$ cat config.mk
export PLATFORM = sky130hd
export DESIGN_NAME = ecr_event_router
export DESIGN_NICKNAME = d
export VERILOG_FILES = /design/src/ecr_event_router_fix_note_unused.sv /design/src/ecr_pkg.sv /design/src/ecr_route_if.sv /design/src/ecr_user_mux.sv /design/src/ecr_event_router.sv
export SDC_FILE = /design/constraint.sdc
export NUM_CORES = 2
export LEC_CHECK = 0
export BUFFER_PORTS_ARGS = -buffer_cell sky130_fd_sc_hd__buf_2
export CAP_MARGIN = 20
export CORE_UTILIZATION = 65
export DETAILED_ROUTE_END_ITERATION = 16
export PLACE_DENSITY = 0.86
export SLEW_MARGIN = 20
export SYNTH_ARGS = -nofsm -noshare
export SYNTH_HDL_FRONTEND = slang
export SYNTH_SLANG_ARGS = --single-unit
$ cat constraint.sdc
create_clock -name pclk -period 9.4 [get_ports pclk]
set_input_delay 1.41 -clock pclk [delete_from_list [all_inputs] [get_ports pclk]]
set_output_delay 1.41 -clock pclk [all_outputs]
set_load 0.1 [all_outputs]
$ cat src/ecr_event_router_fix_note_unused.sv
`timescale 1ns/100ps
`default_nettype none
`default_nettype wire

$ cat src/ecr_pkg.sv
// Overview of operation
// RULE1: seven-bit generator select at bits 22:16 picks the source of the addressed channel
// RULE2: generator select zero connects no source to the channel
// RULE3: codes 0x01-0x1B and 0x1E-0x49 are sources; 0x1C, 0x1D, 0x4A-0x7F reserved
// RULE4: reserved bits read zero; software writes them as zero
// RULE5: writing one to bit 8 injects an event on the selected channel
// RULE6: injected event travels the channel to its users like a hardware event
// RULE7: software event bit always reads back as zero
// RULE8: software sets bit 8 only in a 16-bit write carrying the channel select
// RULE9: four-bit channel select at bits 3:0 addresses channel for write or read
// RULE10: user routing at 0x08 is written in one 16-bit access with index and channel
// RULE11: an 8-bit write of the user index precedes reading that user's routing
// RULE12: user channel field 12:8 holding n+1 connects channel n; above 0xC reserved
// RULE13: user channel field zero connects no channel to the user
// RULE14: user channel field steers the user named by the index at bits 4:0
// RULE15: user index names the user a write configures or a later read returns
// RULE16: channel word written in one 32-bit access; read after 8-bit index write
// RULE17: injected event is a single-cycle pulse on the selected channel
package ecr_pkg;
   localparam int          NUM_CHANNELS   = 12;
   localparam int          NUM_USERS      = 29;
   localparam int          NUM_GENERATORS = 73;
   // ---------------------------------------------------------------
   // register offsets
   // ---------------------------------------------------------------
   localparam logic [11:0] OFFSET_CONTROL = 12'h000;
   localparam logic [11:0] OFFSET_CHANNEL = 12'h004;
   localparam logic [11:0] OFFSET_USER    = 12'h008;
   localparam logic [11:0] OFFSET_STATUS  = 12'h00C;
   // ---------------------------------------------------------------
   // field positions
   // ---------------------------------------------------------------
   localparam int          SWRST_BIT      = 0;
   localparam int          CHAN_SEL_LSB   = 0;
   localparam int          SOFTWARE_EVENT_INJECT_BIT      = 8;
   localparam int          GEN_SEL_LSB    = 16;
   localparam int          PATH_LSB       = 24;
   localparam int          EDGE_LSB       = 26;
   localparam int          USER_IDX_LSB   = 0;
   localparam int          USER_CHAN_LSB  = 8;
   localparam int          STATUS_BUSY_LSB = 8;
   localparam int          STATUS_RDY_HI_LSB  = 16;
   localparam int          STATUS_BUSY_HI_LSB = 24;
   // ---------------------------------------------------------------
   // codes and reset values
   // ---------------------------------------------------------------
   localparam logic [6:0]  GEN_NONE       = 7'h00;
   localparam logic [6:0]  GEN_RSVD_LO    = 7'h1C;
   localparam logic [6:0]  GEN_RSVD_HI    = 7'h1D;
   localparam logic [6:0]  GEN_LAST       = 7'h49;
   localparam logic [4:0]  USER_CHAN_NONE = 5'h00;
   localparam logic [4:0]  USER_CHAN_LAST = 5'h0C;
   localparam logic [3:0]  RESET_CHAN_IDX = 4'h0;
   localparam logic [4:0]  RESET_USER_IDX = 5'h00;
   localparam logic [1:0]  RESET_EDGE     = 2'h0;
   localparam logic [1:0]  RESET_PATH     = 2'h0;
endpackage : ecr_pkg

$ cat src/ecr_route_if.sv
`timescale 1ns/100ps
`default_nettype none
interface ecr_route_if;
   logic [11:0] channel_event;
   logic [4:0]  user_chan [29];
   logic [28:0] user_event;
   modport core (output channel_event, output user_chan, input user_event);
   modport mux  (input channel_event, input user_chan, output user_event);
endinterface : ecr_route_if
`default_nettype wire

$ cat src/ecr_user_mux.sv
`timescale 1ns/100ps
`default_nettype none
module ecr_user_mux (
   // clock and reset
   input  wire logic pclk,
   input  wire logic presetn,
   input  wire logic swrst,
   // routing carrier
   ecr_route_if.mux  route
);
   logic [28:0] next_user_event;

   always_comb begin
      next_user_event = '0;
      for (int u = 0; u < ecr_pkg::NUM_USERS; u++) begin
         // zero and reserved codes leave the user unconnected
         if (route.user_chan[u] != ecr_pkg::USER_CHAN_NONE &&
             route.user_chan[u] <= ecr_pkg::USER_CHAN_LAST) begin // RULE13
            next_user_event[u] = route.channel_event[4'(route.user_chan[u] - 5'h01)]; // RULE12
         end
      end
   end

   always_ff @(posedge pclk or negedge presetn) begin
      if (!presetn) begin
         route.user_event <= '0;
      end else if (swrst) begin
         route.user_event <= '0;
      end else begin
         route.user_event <= next_user_event; // RULE6
      end
   end
endmodule : ecr_user_mux
`default_nettype wire

$ cat src/ecr_event_router.sv
`timescale 1ns/100ps
`default_nettype none
module ecr_event_router (
   // clock and reset
   input  wire logic        pclk,
   input  wire logic        presetn,
   // apb slave
   input  wire logic [11:0] paddr,
   input  wire logic        psel,
   input  wire logic        penable,
   input  wire logic        pwrite,
   input  wire logic [31:0] pwdata,
   input  wire logic [3:0]  pstrb,
   output logic [31:0]      prdata,
   output logic             pready,
   output logic             pslverr,
   // event generators, bit c-1 carries generator code c
   input  wire logic [72:0] gen_event,
   // channel state from the edge and path stage
   input  wire logic [11:0] chan_busy,
   input  wire logic [11:0] user_ready,
   // channel and user events
   output logic [11:0]      channel_event,
   output logic [28:0]      user_event,
   // per-channel edge and path selection for the edge and path stage
   output logic [23:0]      chan_edge_sel,
   output logic [23:0]      chan_path_sel
);
   // ---------------------------------------------------------------
   // helpers
   // ---------------------------------------------------------------
   function automatic logic gen_code_valid(input logic [6:0] code);
      gen_code_valid = (code != ecr_pkg::GEN_NONE) &&
                       (code != ecr_pkg::GEN_RSVD_LO) &&
                       (code != ecr_pkg::GEN_RSVD_HI) &&
                       (code <= ecr_pkg::GEN_LAST); // RULE2 RULE3
   endfunction : gen_code_valid

   // index written in this access if byte 0 is strobed, else the held one
   function automatic logic [4:0] pick_index(input logic        lane0,
                                             input logic [4:0]  written,
                                             input logic [4:0]  held);
      pick_index = lane0 ? written : held;
   endfunction : pick_index

   // top bits of the two index fields
   localparam int CHAN_HI = ecr_pkg::CHAN_SEL_LSB + 3;
   localparam int USER_HI = ecr_pkg::USER_IDX_LSB + 4;

   // ---------------------------------------------------------------
   // state
   // ---------------------------------------------------------------
   logic [3:0]  chan_idx;
   logic [4:0]  user_idx;
   logic [6:0]  gen_sel   [12];
   logic [1:0]  edge_sel  [12];
   logic [1:0]  path_sel  [12];
   logic [4:0]  user_chan [29];
   logic        swrst;

   logic [3:0]  next_chan_idx;
   logic [4:0]  next_user_idx;
   logic [6:0]  next_gen_sel   [12];
   logic [1:0]  next_edge_sel  [12];
   logic [1:0]  next_path_sel  [12];
   logic [4:0]  next_user_chan [29];
   logic        next_swrst;
   logic [11:0] next_channel_event;
   logic [31:0] next_prdata;
   logic        next_pready;
   logic        next_pslverr;
   logic [23:0] next_chan_edge_sel;
   logic [23:0] next_chan_path_sel;

   logic        wr_en;
   logic        hit_ctrl;
   logic        hit_chan;
   logic        hit_user;
   logic        hit_stat;
   logic [3:0]  wr_chan;
   logic [4:0]  wr_user;
   logic [11:0] sw_inject;

   logic [31:0] chan_word;
   logic [31:0] user_word;
   logic [31:0] stat_word;

   ecr_route_if route ();

   ecr_user_mux u_user_mux (
      .pclk    (pclk),
      .presetn (presetn),
      .swrst   (swrst),
      .route   (route.mux)
   );

   // ---------------------------------------------------------------
   // apb decode
   // ---------------------------------------------------------------
   // no wait state: read data is sampled in setup, pready rises in the first access cycle
   // pready comes from a flop, so it is high in exactly one access cycle;
   // a write lands at the edge that ends that cycle and at no other
   // the full byte address is decoded: any other offset misses every
   // register and answers with an error and no effect
   assign hit_ctrl = (paddr == ecr_pkg::OFFSET_CONTROL);
   assign hit_chan = (paddr == ecr_pkg::OFFSET_CHANNEL);
   assign hit_user = (paddr == ecr_pkg::OFFSET_USER);
   assign hit_stat = (paddr == ecr_pkg::OFFSET_STATUS);
   assign wr_en    = psel && penable && pready && pwrite;
   assign wr_chan  = 4'(pick_index(pstrb[0], {1'b0, pwdata[CHAN_HI:ecr_pkg::CHAN_SEL_LSB]},
                                   {1'b0, chan_idx})); // RULE9
   assign wr_user  = pick_index(pstrb[0], pwdata[USER_HI:ecr_pkg::USER_IDX_LSB],
                                user_idx); // RULE14 RULE15

   // ---------------------------------------------------------------
   // read words
   // ---------------------------------------------------------------
   // each word starts from zero, so reserved bits can never leak a field
   always_comb begin
      chan_word = '0; // RULE4
      user_word = '0;
      stat_word = '0;
      chan_word[ecr_pkg::CHAN_SEL_LSB +: 4] = chan_idx;
      // indexes 12 to 15 hold no slot and show the index only
      if (chan_idx < 4'(ecr_pkg::NUM_CHANNELS)) begin
         // software event bit is never stored, so it reads zero
         chan_word[ecr_pkg::GEN_SEL_LSB +: 7] = gen_sel[chan_idx]; // RULE7 RULE16
         chan_word[ecr_pkg::PATH_LSB +: 2]    = path_sel[chan_idx];
         chan_word[ecr_pkg::EDGE_LSB +: 2]    = edge_sel[chan_idx];
      end
      user_word[ecr_pkg::USER_IDX_LSB +: 5] = user_idx;
      if (user_idx < 5'(ecr_pkg::NUM_USERS)) begin
         user_word[ecr_pkg::USER_CHAN_LSB +: 5] = user_chan[user_idx]; // RULE11
      end
      stat_word[7:0]                              = user_ready[7:0];
      stat_word[ecr_pkg::STATUS_BUSY_LSB +: 8]    = chan_busy[7:0];
      stat_word[ecr_pkg::STATUS_RDY_HI_LSB +: 4]  = user_ready[11:8];
      stat_word[ecr_pkg::STATUS_BUSY_HI_LSB +: 4] = chan_busy[11:8];
   end

   // ---------------------------------------------------------------
   // apb response
   // ---------------------------------------------------------------
   // read data is taken in setup, so it stands through the one access cycle
   always_comb begin
      next_pready  = psel && !penable;
      next_pslverr = psel && !penable && !(hit_ctrl || hit_chan || hit_user || hit_stat);
      next_prdata  = '0; // RULE4
      if (psel && !penable && !pwrite) begin
         if (hit_chan) begin
            next_prdata = chan_word; // RULE7
         end else if (hit_user) begin
            next_prdata = user_word; // RULE11
         end else if (hit_stat) begin
            next_prdata = stat_word;
         end
      end
   end

   // ---------------------------------------------------------------
   // configuration writes
   // ---------------------------------------------------------------
   // index registers follow lane 0 of their own register only
   always_comb begin
      next_chan_idx = chan_idx;
      next_user_idx = user_idx;
      if (wr_en && hit_chan && pstrb[0]) begin
         next_chan_idx = wr_chan; // RULE16
      end
      if (wr_en && hit_user && pstrb[0]) begin
         next_user_idx = wr_user; // RULE15
      end
   end

   // software reset request, applied one cycle after the write edge
   always_comb begin
      next_swrst = 1'b0;
      if (wr_en && hit_ctrl && pstrb[0] && pwdata[ecr_pkg::SWRST_BIT]) begin
         next_swrst = 1'b1;
      end
   end

   // channel slots; indexes 12 to 15 hold no slot, so such writes are dropped
   always_comb begin
      next_gen_sel  = gen_sel;
      next_edge_sel = edge_sel;
      next_path_sel = path_sel;
      sw_inject     = '0;
      if (wr_en && hit_chan && wr_chan < 4'(ecr_pkg::NUM_CHANNELS)) begin
         if (pstrb[2]) begin
            next_gen_sel[wr_chan] = pwdata[ecr_pkg::GEN_SEL_LSB +: 7]; // RULE1
         end
         if (pstrb[3]) begin
            next_path_sel[wr_chan] = pwdata[ecr_pkg::PATH_LSB +: 2];
            next_edge_sel[wr_chan] = pwdata[ecr_pkg::EDGE_LSB +: 2];
         end
         // the channel taken is the one carried by the same write if lane 0 is strobed, else the held chan_idx
         if (pstrb[1] && pwdata[ecr_pkg::SOFTWARE_EVENT_INJECT_BIT]) begin // RULE8
            sw_inject[wr_chan] = 1'b1; // RULE5
         end
      end
   end

   // user slots; reserved user numbers are kept as index but hold no routing
   always_comb begin
      next_user_chan = user_chan;
      if (wr_en && hit_user && pstrb[1] && wr_user < 5'(ecr_pkg::NUM_USERS)) begin
         next_user_chan[wr_user] = pwdata[ecr_pkg::USER_CHAN_LSB +: 5]; // RULE10 RULE14
      end
   end

   // ---------------------------------------------------------------
   // channel sources
   // ---------------------------------------------------------------
   always_comb begin
      next_channel_event = '0;
      next_chan_edge_sel = '0;
      next_chan_path_sel = '0;
      // levels pass through unchanged: edge detection is the next stage's job
      for (int c = 0; c < ecr_pkg::NUM_CHANNELS; c++) begin
         // empty and reserved codes leave the channel silent
         if (gen_code_valid(gen_sel[c])) begin
            next_channel_event[c] = gen_event[7'(gen_sel[c] - 7'h01)]; // RULE1
         end
         // injected event merges with the source into one pulse
         next_channel_event[c] = next_channel_event[c] | sw_inject[c]; // RULE6 RULE17
         next_chan_edge_sel[2*c +: 2] = edge_sel[c];
         next_chan_path_sel[2*c +: 2] = path_sel[c];
      end
   end

   // ---------------------------------------------------------------
   // registers
   // ---------------------------------------------------------------
   always_ff @(posedge pclk or negedge presetn) begin
      if (!presetn) begin
         prdata  <= '0;
         pready  <= 1'b0;
         pslverr <= 1'b0;
         swrst   <= 1'b0;
      end else begin
         prdata  <= next_prdata;
         pready  <= next_pready;
         pslverr <= next_pslverr;
         swrst   <= next_swrst;
      end
   end

   // software reset wins over any write in the same cycle: every group
   // below clears on it, so a write landing with it is discarded
   always_ff @(posedge pclk or negedge presetn) begin
      if (!presetn) begin
         chan_idx <= ecr_pkg::RESET_CHAN_IDX;
         user_idx <= ecr_pkg::RESET_USER_IDX;
      end else if (swrst) begin
         chan_idx <= ecr_pkg::RESET_CHAN_IDX;
         user_idx <= ecr_pkg::RESET_USER_IDX;
      end else begin
         chan_idx <= next_chan_idx;
         user_idx <= next_user_idx;
      end
   end

   // channel slots
   always_ff @(posedge pclk or negedge presetn) begin
      if (!presetn) begin
         for (int c = 0; c < ecr_pkg::NUM_CHANNELS; c++) begin
            gen_sel[c]  <= ecr_pkg::GEN_NONE;
            edge_sel[c] <= ecr_pkg::RESET_EDGE;
            path_sel[c] <= ecr_pkg::RESET_PATH;
         end
      end else if (swrst) begin
         for (int c = 0; c < ecr_pkg::NUM_CHANNELS; c++) begin
            gen_sel[c]  <= ecr_pkg::GEN_NONE;
            edge_sel[c] <= ecr_pkg::RESET_EDGE;
            path_sel[c] <= ecr_pkg::RESET_PATH;
         end
      end else begin
         gen_sel  <= next_gen_sel;
         edge_sel <= next_edge_sel;
         path_sel <= next_path_sel;
      end
   end

   // user slots
   always_ff @(posedge pclk or negedge presetn) begin
      if (!presetn) begin
         for (int u = 0; u < ecr_pkg::NUM_USERS; u++) begin
            user_chan[u] <= ecr_pkg::USER_CHAN_NONE;
         end
      end else if (swrst) begin
         for (int u = 0; u < ecr_pkg::NUM_USERS; u++) begin
            user_chan[u] <= ecr_pkg::USER_CHAN_NONE;
         end
      end else begin
         user_chan <= next_user_chan;
      end
   end

   // channel outputs clear as well; one old pulse may still leave in the
   // cycle after the reset write's edge, as the request itself takes a cycle
   always_ff @(posedge pclk or negedge presetn) begin
      if (!presetn) begin
         channel_event <= '0;
         chan_edge_sel <= '0;
         chan_path_sel <= '0;
      end else if (swrst) begin
         channel_event <= '0;
         chan_edge_sel <= '0;
         chan_path_sel <= '0;
      end else begin
         channel_event <= next_channel_event;
         chan_edge_sel <= next_chan_edge_sel;
         chan_path_sel <= next_chan_path_sel;
      end
   end

   // ---------------------------------------------------------------
   // routing carrier
   // ---------------------------------------------------------------
   assign route.channel_event = channel_event;
   assign route.user_chan     = user_chan;
   assign user_event          = route.user_event;
endmodule : ecr_event_router
`default_nettype wire

==> results.ini <==
[run_status]
outcome = completed

[finish]
fraction_of_final_layout_cells_with_drive_strength_greater_than_1 = 0.266
layout-area-overhead-vs-synth_pct = 8.09
final_nets = 3301
post-route-cell-area_um2 = 35100
layout.cells.most_common = sky130_fd_sc_hd__mux4_2
layout_common_cells = sky130_fd_sc_hd__mux4_2 (410), sky130_fd_sc_hd__dfrtp_1 (401), sky130_fd_sc_hd__nor2_1 (334), sky130_fd_sc_hd__nand2_1 (304), sky130_fd_sc_hd__buf_2 (255)
final-instance-count-excl-fill = 3785

[logic_synthesis]
synthFlopType = sky130_fd_sc_hd__dfrtp_1
post_synth_num_cell_types = 73
synth_cells = 3092
synth_compound_area_frac = 0.0737
post_synthesis_register_bit_count = 405
post_synth_fa_ha_maj_area_fraction = 0.0251
post_synth.cell_area_avg_um2 = 10.5
ys_seq_area_frac = 0.312
synth_top_cell_area_share = 0.312
synth_mux_area_frac = 0.363
ys_async_sr_fraction = 1.00
largest_family_of_logic_cells_by_synthesized_area = multiplexers
yosys_warnings = 0
post_synth_instance_area_um2 = 32500
synth_simple_gate_area_frac = 0.140
synth.area.top_cells = sky130_fd_sc_hd__dfrtp_1 (31%), sky130_fd_sc_hd__mux4_2 (28%), sky130_fd_sc_hd__mux2i_1 (7.3%), sky130_fd_sc_hd__nor2_1 (3.9%), sky130_fd_sc_hd__clkbuf_1 (3.6%)
synth-edff-count = 0
synth.largest_area_cell = sky130_fd_sc_hd__dfrtp_1
synth-xor-area-share = 0.0318

[sta]
worst_slew_margin_rel = 0.244
clock.fmax_ghz = 0.220
postLayoutSetupSlackWorst_ns = 4.85
final_period_utilization = 0.484
timing_worst_slew_pin_value_ns = 1.13
clock-skew-final_ns = 0.0243
setup-tns-final_ns = 0
timing.final.setup_violations = 0
finalHoldViolCount = 0
slew_viol_final = 0
min_period_ns = 4.55
setup_repair_after_global_routing_missed_its_margin = no

[pwr]
switching_fraction_of_total_power = 0.241
sequentialPowerShare = 0.454
power.total_mw = 3.84
lkg_pwr_nw = 14.3
vdd.ir_drop.worst_v = 0.000125
p_clk_frac = 0.462
comb_power_share = 0.083
internal_power_mw = 2.91
switchingPower_uw = 925
power_density_nw_per_um2 = 109

[worst_setup_path]
path_max_fanout = 14
regToRegEndpoint = channel_event[2]$_DFF_PN0_
cp.required_ns = 9.80
r2r_setup_slack_ns = 5.29
timing.setup.critical_path_class = input pin to register
worst_setup_path_startpoint = paddr[7]
worst_r2r_path_depth = 9
timing.rr.start = gen_sel[63]$_DFFE_PN0P_
endpoint_kind = register
timing.critical_path.from_type = input pin
cp.arrival_ns = 4.95
critical_path_endpoint = route.user_chan[53]$_DFFE_PN0P_

[clocking]
clock_pin_slew_on_the_worst_setup_and_hold_paths_ns = 0.06
worstSkewPairLatency_ns = 0.56
cts_tree = yes
root_driver = sky130_fd_sc_hd__clkbuf_16
cts.htree.levels = 2
cts_buffer_depth = 3
post-cts-setup-buffers = 0
cts_hold_buffers = 0
clock_sink_count = 405
cts_resized = 0
cts-buffers-inserted = 42

[global_routing]
grt_pass1_wl_mm = 161
grt_overflow = 0
grt_antenna_before_repair = 5
grt_pass1_vias = 27700
track_usage = 0.421
grt_start_max_net_pins = 213

[placement]
post-place-ws_ns = 4.27
post_placement_cell_count = 3705
hpwlAfterDp_mm = 70.5
placement.io_buffers = 256
placedInstanceArea_um2 = 33600
finalWeightedCongestion = 0.992

[floorplanning]
placementRows = 81
die_h_um = 225
core-area_um2 = 49100
initial_core_util = 0.662
floorplan.die.width_um = 225
ios = 273
die_area_um2 = 50800

[drt]
routed_wire_length_per_instance_um = 27.9
avgViaCountPerCell = 7.45
drt-pass1-iter-count = 7
postRouteWirelength_mm = 106
final_antenna_net_count = 0
drc = 0
detailedRoute.firstIterationViolations = 4395
vias = 28200

[job]
maxCapViolations = 0

[min_path]
class_of_the_worst_hold_path = register to register
hold_path.startpoint = route.user_chan[54]$_DFFE_PN0P_

==> per-stage QoR <==
stage | util | hold WS, ns
after floorplan | - | 0.425
after global placement | 0.684 | 0.464
after detailed placement | 0.684 | 0.464
after CTS | 0.714 | 0.482
after global routing | 0.715 | 0.496
final | 0.715 | 0.483
==> Yosys cell counts, drive strengths merged (3+ instances only) <==
master   count
nor2       344
nor3        68
a311oi       3
o2111ai     12
and4        10
xor2        60
o22ai       10
and2        13
nor3b        7
o21a         5
nand3b      15
a211o        7
a221oi       7
or4          3
a22oi        4
a21oi      165
nand4        5
o221ai       3
mux2        16
xnor2       58
ha          65
nand3       98
a32oi        3
buf         39
o31ai        3
a211oi      16
o21ai       94
inv        101
mux2i      238
a31oi       34
o211ai       4
o2bb2ai      3
nand2b       9
a2111oi      3
dfrtp      405
nand2      308
o21bai       4
o32ai        4
o311ai       3
nor4        36
nor2b       61
mux4       410
clkbuf     312
==> how the worst min path moves through the flow <==
stage               slack, ns                                         to  cells past startpoint
finish                   0.48  u_user_mux.route.user_event[18]$_DFF_PN0_                      1
global route             0.50   u_user_mux.route.user_event[8]$_DFF_PN0_                      1
CTS                      0.48   u_user_mux.route.user_event[8]$_DFF_PN0_                      1
detailed placement       0.46  u_user_mux.route.user_event[20]$_DFF_PN0_                      1
global placement         0.46  u_user_mux.route.user_event[24]$_DFF_PN0_                      1
floorplan                0.42  u_user_mux.route.user_event[10]$_DFF_PN0_                      1
==> sequential cells by signal, indices dropped and copies added, names as in the netlist, 4 cells and up <==
register	cells
route.user_chan	145
gen_sel	84
u_user_mux.route.user_event	29
prdata	27
chan_edge_sel	24
chan_path_sel	24
edge_sel	24
next_chan_path_sel	24
channel_event	12
user_idx	5
chan_idx	4
==> routing by layer <==
layer | vias up | routed length [um] | global-route usage
met5 | - | 13 | 0
met4 | 2 | 7200 | 0.243
met3 | 653 | 15100 | 0.111
met2 | 2568 | 47700 | 0.636
met1 | 13700 | 35700 | 0.551
li1 | 11300 | - | -
==> layout make-up <==
class                      instances  area [um2]
fill                            3333       14000
clock inverter                    19         255
clock buffer                      57        1200
antenna                            3        7.51
inverter                         102         383
sequential                       405       10100
timing repair buffer             297        1620
tap                              664         831
multi-input combinational       2238       20600
==> kinds of logic after synthesis <==
family          Yosys count
simple gates            985
buf+inv                 453
fa+ha+maj                65
xor+xnor                118
other cells               1
mux                     664
flops                   405
compound gates          401
==> worst max-delay path: stages <==
cell and delay (ns):
sky130_fd_sc_hd__buf_2 0.10, sky130_fd_sc_hd__or4_4 0.55, sky130_fd_sc_hd__or3_1 0.44, sky130_fd_sc_hd__or4b_1 0.80, sky130_fd_sc_hd__nor3_4 0.84, sky130_fd_sc_hd__nand2_1 0.42
sky130_fd_sc_hd__mux2i_1 0.32, sky130_fd_sc_hd__nor2_1 0.06
==> power by group through the flow <==
stage | sequential [mW] | combinational [mW] | clock (mW)
2_1_floorplan | 1.78 | 0.164 | 0
3_3_place_gp | 1.78 | 0.296 | 0
3_5_place_dp | 1.78 | 0.303 | 0
4_1_cts | 1.74 | 0.304 | 1.78
5_1_grt | 1.74 | 0.326 | 1.85
6_report | 1.74 | 0.319 | 1.77
(Power assumes the default switching activity.)
